===== config.mk =====
export PLATFORM = sky130hd
export DESIGN_NAME = cbw_port
export DESIGN_NICKNAME = d
export VERILOG_FILES = /design/src/verilog/cbw_pkg.sv /design/src/verilog/cbw_sync.sv /design/src/verilog/cbw_port.sv
export SDC_FILE = /design/constraint.sdc
export NUM_CORES = 1
export LEC_CHECK = 0
export ABC_AREA = 1
export BUFFER_PORTS_ARGS = -buffer_cell sky130_fd_sc_hd__buf_2
export CAP_MARGIN = 20
export CORE_MARGIN = 1
export CORE_UTILIZATION = 56
export CTS_CLUSTER_DIAMETER = 150
export CTS_CLUSTER_SIZE = 8
export DETAILED_ROUTE_END_ITERATION = 10
export GPL_ROUTABILITY_DRIVEN = 0
export PLACE_DENSITY_LB_ADDON = 0.15
export SLEW_MARGIN = 10
export SYNTH_ARGS = -nofsm -noshare
export SYNTH_HDL_FRONTEND = slang
export SYNTH_SLANG_ARGS = --single-unit

===== constraint.sdc =====
create_clock -name clk -period 8.27 [get_ports clk]
set_input_delay 1.2405 -clock clk [delete_from_list [all_inputs] [get_ports clk]]
set_output_delay 1.2405 -clock clk [all_outputs]
set_load 0.01 [all_outputs]

===== src/verilog/cbw_pkg.sv =====
// Package: width modes, strap encodings, acknowledge and lane constants
package cbw_pkg;
  // Data path width chosen by the straps
  typedef enum logic [1:0] {
    CBW_W8 = 2'h0,
    CBW_W16 = 2'h1,
    CBW_W32 = 2'h2
  } cbw_width_t;

  localparam int unsigned DATA_W = 32;
  localparam int unsigned LANE_W = 8;
  localparam int unsigned LANES = 4;
  localparam int unsigned HALF_W = 16;
  // Number of response primitive bits presented to the host
  localparam int unsigned RESP_W = 16;
  localparam logic [15:0] RESP_NULL = 16'h0802;
  // Acknowledge pair encodings {upper, lower}, active high inside the core
  localparam logic [1:0] ACK_NONE = 2'h0;
  localparam logic [1:0] ACK_LOWER = 2'h1;
  localparam logic [1:0] ACK_UPPER = 2'h2;
  localparam logic [1:0] ACK_BOTH = 2'h3;
endpackage : cbw_pkg


===== src/verilog/cbw_sync.sv =====
// Module: two-flop synchroniser for pin levels
`timescale 1ns/1ps
module cbw_sync #(
  parameter int unsigned W = 1
) (
  input wire logic clk,
  input wire logic rst,
  input wire logic [W-1:0] din,
  output logic [W-1:0] dout
);
  logic [W-1:0] meta_q;

  // First stage feeds only the second stage
  always_ff @(posedge clk or posedge rst) begin
    if (rst) begin
      meta_q <= '0;
      dout <= '0;
    end else begin
      meta_q <= din;
      dout <= meta_q;
    end
  end
endmodule : cbw_sync


===== src/verilog/cbw_port.sv =====
// Module: strap-driven data path width, byte lane steering and size acknowledge
//
// Operation
// (RULE_01) Width strap high with low address strap low selects the 16-bit path.
// (RULE_02) In 16-bit mode the system ties data lines 0-15 to lines 16-31.
// (RULE_03) In 16-bit mode the lower size acknowledge is never asserted.
// (RULE_04) Width strap low selects the 8-bit path whatever the address strap.
// (RULE_05) In 8-bit mode the system repeats one byte on all four lanes.
// (RULE_06) In 8-bit mode the upper size acknowledge is never asserted.
// (RULE_07) A peripheral host uses only the acknowledge that matches its width.
// (RULE_08) A host without processor space cycles decodes select from data space.
// (RULE_09) A host without a coprocessor interface emulates the dialog in software.
// (RULE_10) Service requests reach the host as primitives in the response register.
// (RULE_11) Both straps high select the full 32-bit path.
// (RULE_12) The width is static and never changes while a cycle is in progress.
`timescale 1ns/1ps
module cbw_port (
  input wire logic clk,
  input wire logic rst,
  input wire logic widthStrap,
  input wire logic lowAddressStrap,
  input wire logic cycleStart,
  input wire logic cycleRead,
  input wire logic [1:0] byteOffset,
  input wire logic [31:0] dataIn,
  input wire logic coreDone,
  input wire logic [31:0] coreRdata,
  input wire logic primValid,
  input wire logic [15:0] primWord,
  output logic [31:0] dataOut,
  output logic dataOe,
  output logic ackLower,
  output logic ackUpper,
  output logic ackOe,
  output logic [31:0] coreWdata,
  output logic coreWrite,
  output logic [1:0] modeOut,
  output logic [15:0] respWord
);
  ////////////////////////////////////////////////////////////////////////////
  // Pin synchronisation
  logic [4:0] pinSync;
  logic strapW;
  logic strapA;
  logic startS;
  logic readS;
  logic [1:0] offS;

  cbw_sync #(.W(5)) u_sync (
    .clk(clk),
    .rst(rst),
    .din({widthStrap, lowAddressStrap, cycleStart, cycleRead, byteOffset[0]}),
    .dout(pinSync)
  );
  assign strapW = pinSync[4];
  assign strapA = pinSync[3];
  assign startS = pinSync[2];
  assign readS = pinSync[1];

  // Offset bit 1 passes its own pair of flops
  logic off1M_q;
  logic off1_q;
  always_ff @(posedge clk or posedge rst) begin
    if (rst) begin
      off1M_q <= 1'b0;
      off1_q <= 1'b0;
    end else begin
      off1M_q <= byteOffset[1];
      off1_q <= off1M_q;
    end
  end
  assign offS = {off1_q, pinSync[0]};

  // Write data pins pass two flops as well; the host sets them up with the start
  // strobe, so the copy has settled long before the write strobe is raised
  logic [31:0] dataS;
  cbw_sync #(.W(cbw_pkg::DATA_W)) u_dsync (
    .clk(clk),
    .rst(rst),
    .din(dataIn),
    .dout(dataS)
  );

  ////////////////////////////////////////////////////////////////////////////
  // Width decode from straps
  cbw_pkg::cbw_width_t strapMode;
  assign strapMode = !strapW ? cbw_pkg::CBW_W8 :  // [RULE_04]
                     (strapA ? cbw_pkg::CBW_W32 : cbw_pkg::CBW_W16); // [RULE_01] [RULE_11]

  ////////////////////////////////////////////////////////////////////////////
  // Bus cycle state machine
  typedef enum logic [1:0] {
    ST_IDLE = 2'h0,
    ST_WAIT = 2'h1,
    ST_ACK = 2'h2
  } cbw_state_t;

  cbw_state_t state_q;
  cbw_state_t state_d;
  cbw_pkg::cbw_width_t mode_q;
  logic startPrev_q;
  logic startRise;
  logic inCycle;

  assign startRise = startS && !startPrev_q;
  assign inCycle = state_q != ST_IDLE;

  always_comb begin
    state_d = state_q;
    unique case (state_q)
      ST_IDLE: begin
        if (startRise) begin
          state_d = ST_WAIT;
        end
      end
      ST_WAIT: begin
        if (!startS) begin
          state_d = ST_IDLE;
        end else if (coreDone) begin
          state_d = ST_ACK;
        end
      end
      ST_ACK: begin
        if (!startS) begin
          state_d = ST_IDLE;
        end
      end
      default: state_d = ST_IDLE;
    endcase
  end

  // Mode follows straps only between cycles, so a cycle never sees it move
  always_ff @(posedge clk or posedge rst) begin
    if (rst) begin
      state_q <= ST_IDLE;
      startPrev_q <= 1'b0;
      mode_q <= cbw_pkg::CBW_W8;
    end else begin
      state_q <= state_d;
      startPrev_q <= startS;
      if (!inCycle && !startRise) begin
        mode_q <= strapMode; // [RULE_12]
      end
    end
  end

  ////////////////////////////////////////////////////////////////////////////
  // Lane steering: narrow reads replicate the addressed unit on all lanes
  logic [31:0] rdSteer;
  logic [31:0] wrSteer;
  logic [7:0] rdByte;
  logic [15:0] rdHalf;
  logic [7:0] wrByte;
  logic [15:0] wrHalf;

  assign rdByte = coreRdata[offS*cbw_pkg::LANE_W +: cbw_pkg::LANE_W];
  assign rdHalf = coreRdata[offS[1]*cbw_pkg::HALF_W +: cbw_pkg::HALF_W];
  assign wrByte = dataS[cbw_pkg::LANE_W-1:0];
  assign wrHalf = dataS[cbw_pkg::HALF_W-1:0];

  genvar g;
  generate
    for (g = 0; g < cbw_pkg::LANES; g++) begin : g_lane
      // Lane number as a two-bit value, so it compares with the offset bit for bit
      localparam logic [1:0] LaneIdx = 2'(g);
      localparam int unsigned LW = cbw_pkg::LANE_W;
      localparam int unsigned Lo = g * LW;
      localparam int unsigned HalfLo = (g % 2) * LW;
      assign rdSteer[Lo +: LW] = (mode_q == cbw_pkg::CBW_W8) ? rdByte : // [RULE_05]
          (mode_q == cbw_pkg::CBW_W16) ? rdHalf[HalfLo +: LW] : // [RULE_02]
          coreRdata[Lo +: LW];
      // Narrow writes land in the addressed lane (8-bit) or lane pair (16-bit), other lanes keep zero
      assign wrSteer[Lo +: LW] = (mode_q == cbw_pkg::CBW_W8) ?
          ((offS == LaneIdx) ? wrByte : 8'h00) :
          (mode_q == cbw_pkg::CBW_W16) ?
          ((offS[1] == LaneIdx[1]) ? wrHalf[HalfLo +: LW] : 8'h00) :
          dataS[Lo +: LW];
    end
  endgenerate

  ////////////////////////////////////////////////////////////////////////////
  // Acknowledge selection by width
  logic [1:0] ackSel;
  assign ackSel = (mode_q == cbw_pkg::CBW_W8) ? cbw_pkg::ACK_LOWER : // [RULE_06]
                  (mode_q == cbw_pkg::CBW_W16) ? cbw_pkg::ACK_UPPER : // [RULE_03]
                  cbw_pkg::ACK_BOTH;

  logic ackGo;
  assign ackGo = state_d == ST_ACK;

  // Outputs registered; acknowledge driven only while the cycle lasts
  always_ff @(posedge clk or posedge rst) begin
    if (rst) begin
      ackLower <= 1'b0;
      ackUpper <= 1'b0;
      ackOe <= 1'b0;
      dataOut <= 32'h00000000;
      dataOe <= 1'b0;
      coreWdata <= 32'h00000000;
      coreWrite <= 1'b0;
      modeOut <= cbw_pkg::CBW_W8;
      respWord <= cbw_pkg::RESP_NULL;
    end else begin
      ackLower <= ackGo && ackSel[0];
      ackUpper <= ackGo && ackSel[1];
      ackOe <= (state_d != ST_IDLE);
      dataOe <= ackGo && readS;
      if (ackGo && readS) begin
        dataOut <= rdSteer;
      end
      // Only a write that is really acknowledged reaches the core
      coreWrite <= (state_q == ST_WAIT) && ackGo && !readS;
      coreWdata <= wrSteer;
      modeOut <= mode_q;
      // Primitive latched for the host to read at its leisure
      if (primValid) begin
        respWord <= primWord; // [RULE_10]
      end
    end
  end

  ////////////////////////////////////////////////////////////////////////////
  // Assertions
  property p_no_lower_16; // [RULE_03]
    @(posedge clk) disable iff (rst) modeOut == cbw_pkg::CBW_W16 |=> !ackLower;
  endproperty
  a_no_lower_16: assert property (p_no_lower_16) // [RULE_03]
    else $error("lower ack in 16-bit mode");

  property p_no_upper_8; // [RULE_06]
    @(posedge clk) disable iff (rst) modeOut == cbw_pkg::CBW_W8 |=> !ackUpper;
  endproperty
  a_no_upper_8: assert property (p_no_upper_8) // [RULE_06]
    else $error("upper ack in 8-bit mode");

  property p_both_32; // [RULE_11]
    @(posedge clk) disable iff (rst) (ackLower || ackUpper) && modeOut == cbw_pkg::CBW_W32
      |-> ackLower && ackUpper;
  endproperty
  a_both_32: assert property (p_both_32) // [RULE_11]
    else $error("32-bit ack not paired");

  property p_mode8; // [RULE_04]
    @(posedge clk) disable iff (rst) !inCycle && !startRise && !strapW
      |=> mode_q == cbw_pkg::CBW_W8;
  endproperty
  a_mode8: assert property (p_mode8) // [RULE_04]
    else $error("8-bit mode not taken");

  property p_mode16; // [RULE_01]
    @(posedge clk) disable iff (rst) !inCycle && !startRise && strapW && !strapA
      |=> mode_q == cbw_pkg::CBW_W16;
  endproperty
  a_mode16: assert property (p_mode16) // [RULE_01]
    else $error("16-bit mode not taken");

  property p_stable; // [RULE_12]
    @(posedge clk) disable iff (rst) inCycle |=> $stable(mode_q);
  endproperty
  a_stable: assert property (p_stable) // [RULE_12]
    else $error("width changed in cycle");

  property p_resp; // [RULE_10]
    @(posedge clk) disable iff (rst) primValid |=> respWord == $past(primWord);
  endproperty
  a_resp: assert property (p_resp) // [RULE_10]
    else $error("primitive not latched");

  property p_rep8; // [RULE_05]
    @(posedge clk) disable iff (rst) dataOe && modeOut == cbw_pkg::CBW_W8
      |-> dataOut[31:24] == dataOut[7:0] && dataOut[23:16] == dataOut[7:0]
      && dataOut[15:8] == dataOut[7:0];
  endproperty
  a_rep8: assert property (p_rep8) // [RULE_05]
    else $error("8-bit lanes not replicated");

  c_ack8: cover property (@(posedge clk) ackLower && modeOut == cbw_pkg::CBW_W8);
  c_ack16: cover property (@(posedge clk) ackUpper && modeOut == cbw_pkg::CBW_W16);
  c_ack32: cover property (@(posedge clk) ackUpper && ackLower);
endmodule : cbw_port


==> After elaboration in Yosys (flattened, before gate mapping) <==
Cells that the tools add are included.
{ "word_totals": {"reg_bits": 168, "latch_bits": 0, "ram_bits": 0, "romBits": 0, "mem_count": 0} }
{ "classes": {"n_addsub": 0, "mul": 0, "div": 0, "order_cmp": 0, "eq_ne": 7, "n_shift": 2, "muxes": 33, "n_bitwise": 0, "n_reduce_logical": 16} }
{ "op_table": {"columns": ["cell", "count"], "rows": [
  ["8-bit two-way mux", 24],
  ["32-bit by 6-bit indexed part select with 16-bit output", 1],
  ["32-bit by 6-bit indexed part select with 8-bit output", 1],
  ["2-bit two-way mux", 7],
  ["2-bit equality test, second input constant", 4],
  ["1-bit logical AND", 7],
  ["2-bit by 1-bit equality test with 1-bit output, second input constant", 3],
  ["2-bit logical NOT", 3],
  ["2-bit case mux with 3 select lines", 1],
  ["1-bit logical NOT", 4],
  ["2-bit nonzero test", 2],
  ["1-bit two-way mux", 1]
]} }

==> Longest topological paths before layout <==
Gate-level depths: netlist of run 1.
{ "logic_depth": {"depth_word": 7, "mapped_depth": 10, "depth_no_buf": 9} }

==> Modules after synthesis <==
From an unflattened synthesis of run 1, not the netlist that was laid out.
{ "unflattened": {"cells_unflattened": 610, "hier_area_um2": 6392.4} }
{ "modules_own_cells": {"columns": ["mod", "n_inst", "cells_per_inst", "area_per_inst_um2"], "rows": [
  ["cbw_port", 1, 534, 4533.1],
  ["cbw_sync (u_dsync)", 1, 65, 1605.3],
  ["cbw_sync (u_sync)", 1, 11, 254.0]
]} }

==> Least setup slack after synthesis of run 1 <==
No wires, ideal clock.
{ "synth_path": {"path_type": "input-to-reg", "startpoint": "in coreDone", "endpoint": "reg dataOut[10]", "setup_time_ps": 116, "arrival_time_ps": 1976, "required_ps": 8154, "slack_ps": 6178, "cell_stages": 8, "path_buffers": 1, "path_cell_list": "inv_1 o21ai_2 nand3_4 nor2_8 inv_2 buf_6 nand2_1 nand2_1"} }
{ "synth_between": {"elab_chain_len": 5} }
{ "synth_lines": {"columns": ["item", "line", "rtl"], "rows": [
  ["start: declaration", "cbw_port.sv:26", "input wire logic coreDone,"],
  ["2-bit two-way mux", "cbw_port.sv:119", "end else if (coreDone) begin"],
  ["2-bit two-way mux", "cbw_port.sv:117", "if (!startS) begin"],
  ["2-bit case mux with 3 select lines", "cbw_port.sv:110", "unique case (state_q)"],
  ["2-bit equality test", "cbw_port.sv:189", "assign ackGo = state_d == ST_ACK;"],
  ["1-bit logical AND", "cbw_port.sv:208", "if (ackGo && readS) begin"],
  ["end signal: assignment", "cbw_port.sv:209", "dataOut <= rdSteer;"],
  ["end: declaration", "cbw_port.sv:30", "output logic [31:0] dataOut,"]
]} }
Every way passes these cells.
A chain may end at the register's enable or synchronous reset.

==> results of run 1 <==
-- layer usage --
metal	up-vias	wire length [um]	GRT usage [%]	part of all wire, %
met5	-	0	0	0
met4	0	250	10.52	1.7
met3	25	1040	5.380	7.3
met2	221	7206	42.45	50
met1	2409	5839	32.66	41
li1	2306	-	-	-
-- state kept, by name, indices dropped and copies added (netlist names), 2 cells and up --
register	count
coreWdata	32
dataOut	32
u_dsync.dout	32
u_dsync.meta_q	32
respWord	16
u_sync.dout	5
u_sync.meta_q	5
modeOut	2
mode_q	2
state_q	2
-- placed cells by master, fill, tap and decap left out, types with 10 or more instances in the layout --
cell         n
a21boi_0    12
a21boi_1    20
buf_2      176
clkbuf_16   17
dfrtp_1    165
inv_1       15
mux2_2      16
nand2_1    276
nand3_1     21
o21ai_0     10
-- metrics by stage --
step           util [%]  cell area, sq um  setup WS (ns)  total power [mW]  hold slack [ns]
5_1_grt           71.78              7884          5.476             2.316           0.3490
4_1_cts           71.78              7884          5.723             2.222           0.3461
3_3_place_gp      66.42              7295          5.346             1.431           0.3326
3_5_place_dp      66.42              7295          5.275             1.447           0.3347
2_1_floorplan         -              6410          2.486             1.268           0.3312
6_report          71.78              7884          5.814             2.206           0.3476
-- cell families after synthesis --
group                  Yosys count  synth area share [%]
flip-flops                     168                 65.63
multiplexers                    16                 2.811
buffers and inverters           52                 4.294
AND/OR/NAND/NOR                319                 20.28
AO/OA/AOI/OAI                   61                 6.988
-- power by group --
| group | leakage, nW | internal [mW] | switching (mW) |
|---|---|---|---|
| Sequential | 2.05 | 0.945 | 0.0803 |
| Combinational | 1.94 | 0.163 | 0.245 |
| Clock | 0.283 | 0.440 | 0.332 |
-- path summary, 6_finish.rpt --
| check | to | slack [ns] | depth (start not counted) |
|---|---|---|---|
| worst max-delay path | mode_q[1]$_DFFE_PP0P_ | 5.81 | 3 |
| worst min-delay path | u_dsync.dout[4]$_DFF_PP0_ | 0.35 | 0 |
| worst max register to register | coreWdata[31]$_DFF_PP0_ | 5.83 | 5 |
| worst min register to register | u_dsync.dout[4]$_DFF_PP0_ | 0.35 | 0 |
| max in group clk | coreWdata[31]$_DFF_PP0_ | 5.83 | 5 |
| min in group asynchronous | respWord[13]$_DFFE_PP0P_ | 0.98 | 2 |
-- final cells by class --
type | count | share of cell area, %
clock inverters | 13 | 1.730
multi-input cells | 396 | 24.46
well taps | 140 | 2.222
repair buffers | 177 | 11.27
clock buffers | 19 | 5.745
flip-flops and latches | 168 | 53.37
inverters | 24 | 1.206
==> results.txt, run 1 <==
Routed wire per std cell = 15.30 um
Final setup viols = 0
Final min period = 2.456 ns
synthesis-to-finish area growth = 22.99%
Clock Latency Late Sink = 0.42 ns
Mapped Cells = 616
flops & latches, synth = 168
Starting Density = 58.36%
CP Launch Type = input pin
status = finished clean
syn_nets = 706
Post-CTS Setup Bufs = 0
CP max stage delay = 0.84 ns
final wirelength = 14340 um
nets = 874
RSZ-0062 raised after global routing = false
slew of the pin with the lowest slew margin = 1.033 ns
Power per Cell Area = 279.8 mW/mm^2
synth unique cells = 32
Core Area = 0.01098 sq mm
Iter 0 DRT Violations = 440
CTS Hold Bufs = 0
Hold Crit Class = flip-flop to flip-flop
CP startpoint = rst
all-layer global routing usage = 25.53%
Mean Syn Cell Area = 10.41 sq um
reg2reg start = mode_q[1]$_DFFE_PP0P_
vias in the first global route = 4730
synth top area cells = dfrtp_1, nand2_1, mux2_2
top cells by count, synth = nand2_1, dfrtp_1, nand3_1
chip height = 109.0 um
# port buffers = 176
share of cells above drive strength 1 = 30.99%
Crit-path slowest cell = buf_4
leading area contributor after synthesis = dfrtp_1
register area share after synthesis = 65.63%
Main synth FF type = dfrtp_1
final non-filler cell total = 937
crit path kind = input pin to async pin
Pleak = 4.274 nW
row cnt = 38
total of warnings raised by yosys = 0
post_cts resized = 0
DR vias = 4961
die area = 0.01188 sq mm
Final Hold Viols = 0
CTS tree = yes
Yosys top cell area share = 64.81%
Clock Tree Buf Depth = 2
Setup TNS = 0 ns
Syn Std Cell Area = 0.006410 sq mm
chip width = 109.0 um
Peak VDD IR = 221.7 uV
Post-synth EDFFs = 0
global-route wire length before repair = 22350 um
fin. max-slew vios = 0
Inserted Clock Buffers = 17
most frequent cell after synthesis = nand2_1
initial antenna violation count = 0
drc violations = 0
detailed-placement wirelength estimate = 9477 um
CP bufs+invs = 3
footprint of the multi-input gates = 0.001928 sq mm
routed vias/inst = 5.295
H-Tree Depth = 4
CP arrival = 2.82 ns
worst-path cell chain = buf_2 > inv_6 > buf_4
Crit path required time = 8.63 ns
relative slew slack = 31.15%
register area = 0.004208 sq mm
CTS Root Cell = clkbuf_16
Reg clk slew, reported paths = 0.06 ns
max-cap violation count = 0
Worst Skew = 0.01374 ns
Max Clock Freq = 0.4071 GHz
family with the most delay on the worst path = buffers and inverters
placed instance count = 905
asr flop ratio synth = 100.0%
Antenna Cells = 0
number of routed nets with antenna violations = 0
Ports = 177
CP max FO = 95
min-delay src = u_dsync.meta_q[4]$_DFF_PP0_
CTS Sinks = 168
Detailed Routing Iterations Pass 1 = 5
FILL cells = 781
CP endpoint kind = async pin
largest net degree at the start of global routing = 96
Remaining Overflow, GRT = 0
crit share post-route = 29.70%
Note: power is estimated with default switching activity, not from simulation.
==> run 2: changes to the inputs <==
CORE_UTILIZATION = 52   (was 56)
clock period = 2.5 ns   (was 8.27 ns; I/O delays follow)
==> run 2 against run 1 <==
Effect of this change: sequential share of layout area fell by 0.19 points; global-route usage fell by 2.6 points; routed wire length fell by 3.9%; critical path depth did not move; worst hold slack got worse by 0.29 ns; utilization fell by 5.9 points; clock skew fell by 0.0037 ns; setup slack got worse by 5.2 ns; first-iteration DRC count fell by 37%; highest routed layer unchanged.
==> results.txt, run 2 (synthesis gave the netlist of run 1 again) <==
status = finished clean (unchanged)
Reg clk slew, reported paths = 0.06 ns (about the same)
FILL cells = 939 (was 781)
slew of the pin with the lowest slew margin = 0.8794 ns (was 1.033 ns)
Post-DP Area = 0.007337 sq mm (was 0.007295 sq mm)
Clock Tree Buf Depth = 2 (unchanged)
fin. max-slew vios = 0 (unchanged)
most frequent cells in the layout = nand2_1, buf_2, dfrtp_1 (unchanged)
crit share post-route = 76.05%
nets = 877 (was 874)
Power per Cell Area = 910.6 mW/mm^2 (was 279.8 mW/mm^2)
CTS Root Cell = clkbuf_16 (unchanged)
RSZ-0062 raised after global routing = false (unchanged)
Final min period = 1.901 ns
final non-filler cell total = 946 (was 937)
DR vias = 4797 (was 4961)
share of cells above drive strength 1 = 31.04% (was 30.99%)
Hold Crit Class = input pin to flip-flop (was flip-flop to flip-flop)
CP arrival = 2.17 ns (was 2.82 ns)
drc violations = 0 (unchanged)
crit path kind = flip-flop to flip-flop (was input pin to async pin)
Final Hold Viols = 0 (unchanged)
commonest non-fill, non-tap cell in the layout = nand2_1 (unchanged)
Worst Skew = 0.01001 ns (was 0.01374 ns)
total chip power = 7.204 mW (was 2.206 mW)
post_cts resized = 0 (unchanged)
Ports = 177 (unchanged)
H-Tree Depth = 4 (unchanged)
synthesis-to-finish area growth = 23.42% (was 22.99%)
CP Launch Type = flip-flop (was input pin)
chip width = 113.0 um (was 109.0 um)
relative slew slack = 41.37% (was 31.15%)
vias in the first global route = 4635 (was 4730)
CP max FO = 21 (was 95)
Iter 0 DRT Violations = 278 (was 440)
CTS Sinks = 168 (unchanged)
number of routed nets with antenna violations = 0 (unchanged)
row cnt = 40 (was 38)
detailed-placement wirelength estimate = 9537 um (was 9477 um)
Routed wire per std cell = 14.56 um (was 15.30 um)
routed vias/inst = 5.071 (was 5.295)
CP endpoint kind = flip-flop (was async pin)
Core Area = 0.01201 sq mm (was 0.01098 sq mm)
Antenna Cells = 0 (unchanged)
global-route wire length before repair = 22290 um (was 22350 um)
CTS tree = yes (unchanged)
Max Clock Freq = 0.5260 GHz
Hold Slack = 0.05898 ns (was 0.3476 ns)
Starting Density = 53.36% (was 58.36%)
Pleak = 4.282 nW (was 4.274 nW)
Final setup viols = 0 (unchanged)
Inserted Clock Buffers = 17 (unchanged)
Crit path required time = 2.76 ns (was 8.63 ns)
Clock Latency Late Sink = 0.42 ns (about the same)
largest net degree at the start of global routing = 169 (was 96)
Detailed Routing Iterations Pass 1 = 7 (was 5)
placed instance count = 915 (was 905)
Peak VDD IR = 656.3 uV (was 221.7 uV)
chip height = 113.0 um (was 109.0 um)
max-cap violation count = 0 (unchanged)
initial antenna violation count = 0 (unchanged)
# port buffers = 176 (unchanged)
final wirelength = 13770 um (was 14340 um)
all-layer global routing usage = 22.92% (was 25.53%)
Post-Layout Inst Area = 0.007911 sq mm (was 0.007884 sq mm)
Remaining Overflow, GRT = 0 (unchanged)
CTS Hold Bufs = 0 (unchanged)
die area = 0.01277 sq mm (was 0.01188 sq mm)
Post-CTS Setup Bufs = 0 (unchanged)
[run 2: worst max-delay path, cell delays in order (launching register included)]
cell and delay [ns]:
dfrtp_2 0.53, nor2_4 0.33, inv_1 0.37, o311ai_0 0.52
[run 2: path summary, 6_finish.rpt]
path                                       start                           end  slack, ns  cells past startpoint
max                        mode_q[1]$_DFFE_PP0P_       coreWdata[28]$_DFF_PP0_       0.60                      3
min                                   dataIn[31]  u_dsync.meta_q[31]$_DFF_PP0_       0.06                      1
max reg2reg                mode_q[1]$_DFFE_PP0P_       coreWdata[28]$_DFF_PP0_       0.60                      3
min reg2reg                    off1M_q$_DFF_PP0_              off1_q$_DFF_PP0_       0.35                      0
max in group asynchronous                    rst       dataOut[19]$_DFFE_PP0P_       1.66                      3
min in group asynchronous                    rst          modeOut[1]$_DFF_PP0_       0.15                      3
[run 2: metal layers]
metal  GRT usage [%]  share of wire (%)  vias up
met3           4.821                5.4       14
met5               0                  0        -
met1           30.25                 42     2292
li1                -                  -     2309
met4           8.158                1.4        0
met2           37.87                 51      182
[run 2: power breakdown]
part	total [mW]	internal (mW)	switching [mW]	leakage [nW]
Combinational	1.39	0.547	0.842	1.96
Clock	2.49	1.40	1.09	0.276
Sequential	3.33	3.13	0.202	2.05
[run 2: area by class of cell]
type | instances | area [sq um] | area share (%)
sequential | 168 | 4208 | 53.19
multi-input combinational | 396 | 1928 | 24.37
timing repair buffer | 180 | 923.4 | 11.67
clock buffer | 18 | 429.2 | 5.425
tap | 147 | 183.9 | 2.325
clock inverter | 13 | 145.1 | 1.835
inverter | 24 | 93.84 | 1.186
[run 2: per-stage QoR]
| step | worst slack [ns] | setup TNS (ns) | utilization (%) |
|---|---|---|---|
| floorplan | -0.01411 | -2.342 | - |
| global placement | 0.6847 | 0 | 61.08 |
| detailed placement | 0.5947 | 0 | 61.08 |
| CTS | 0.5777 | 0 | 65.86 |
| global route | 0.3989 | 0 | 65.86 |
| finish | 0.5988 | 0 | 65.86 |
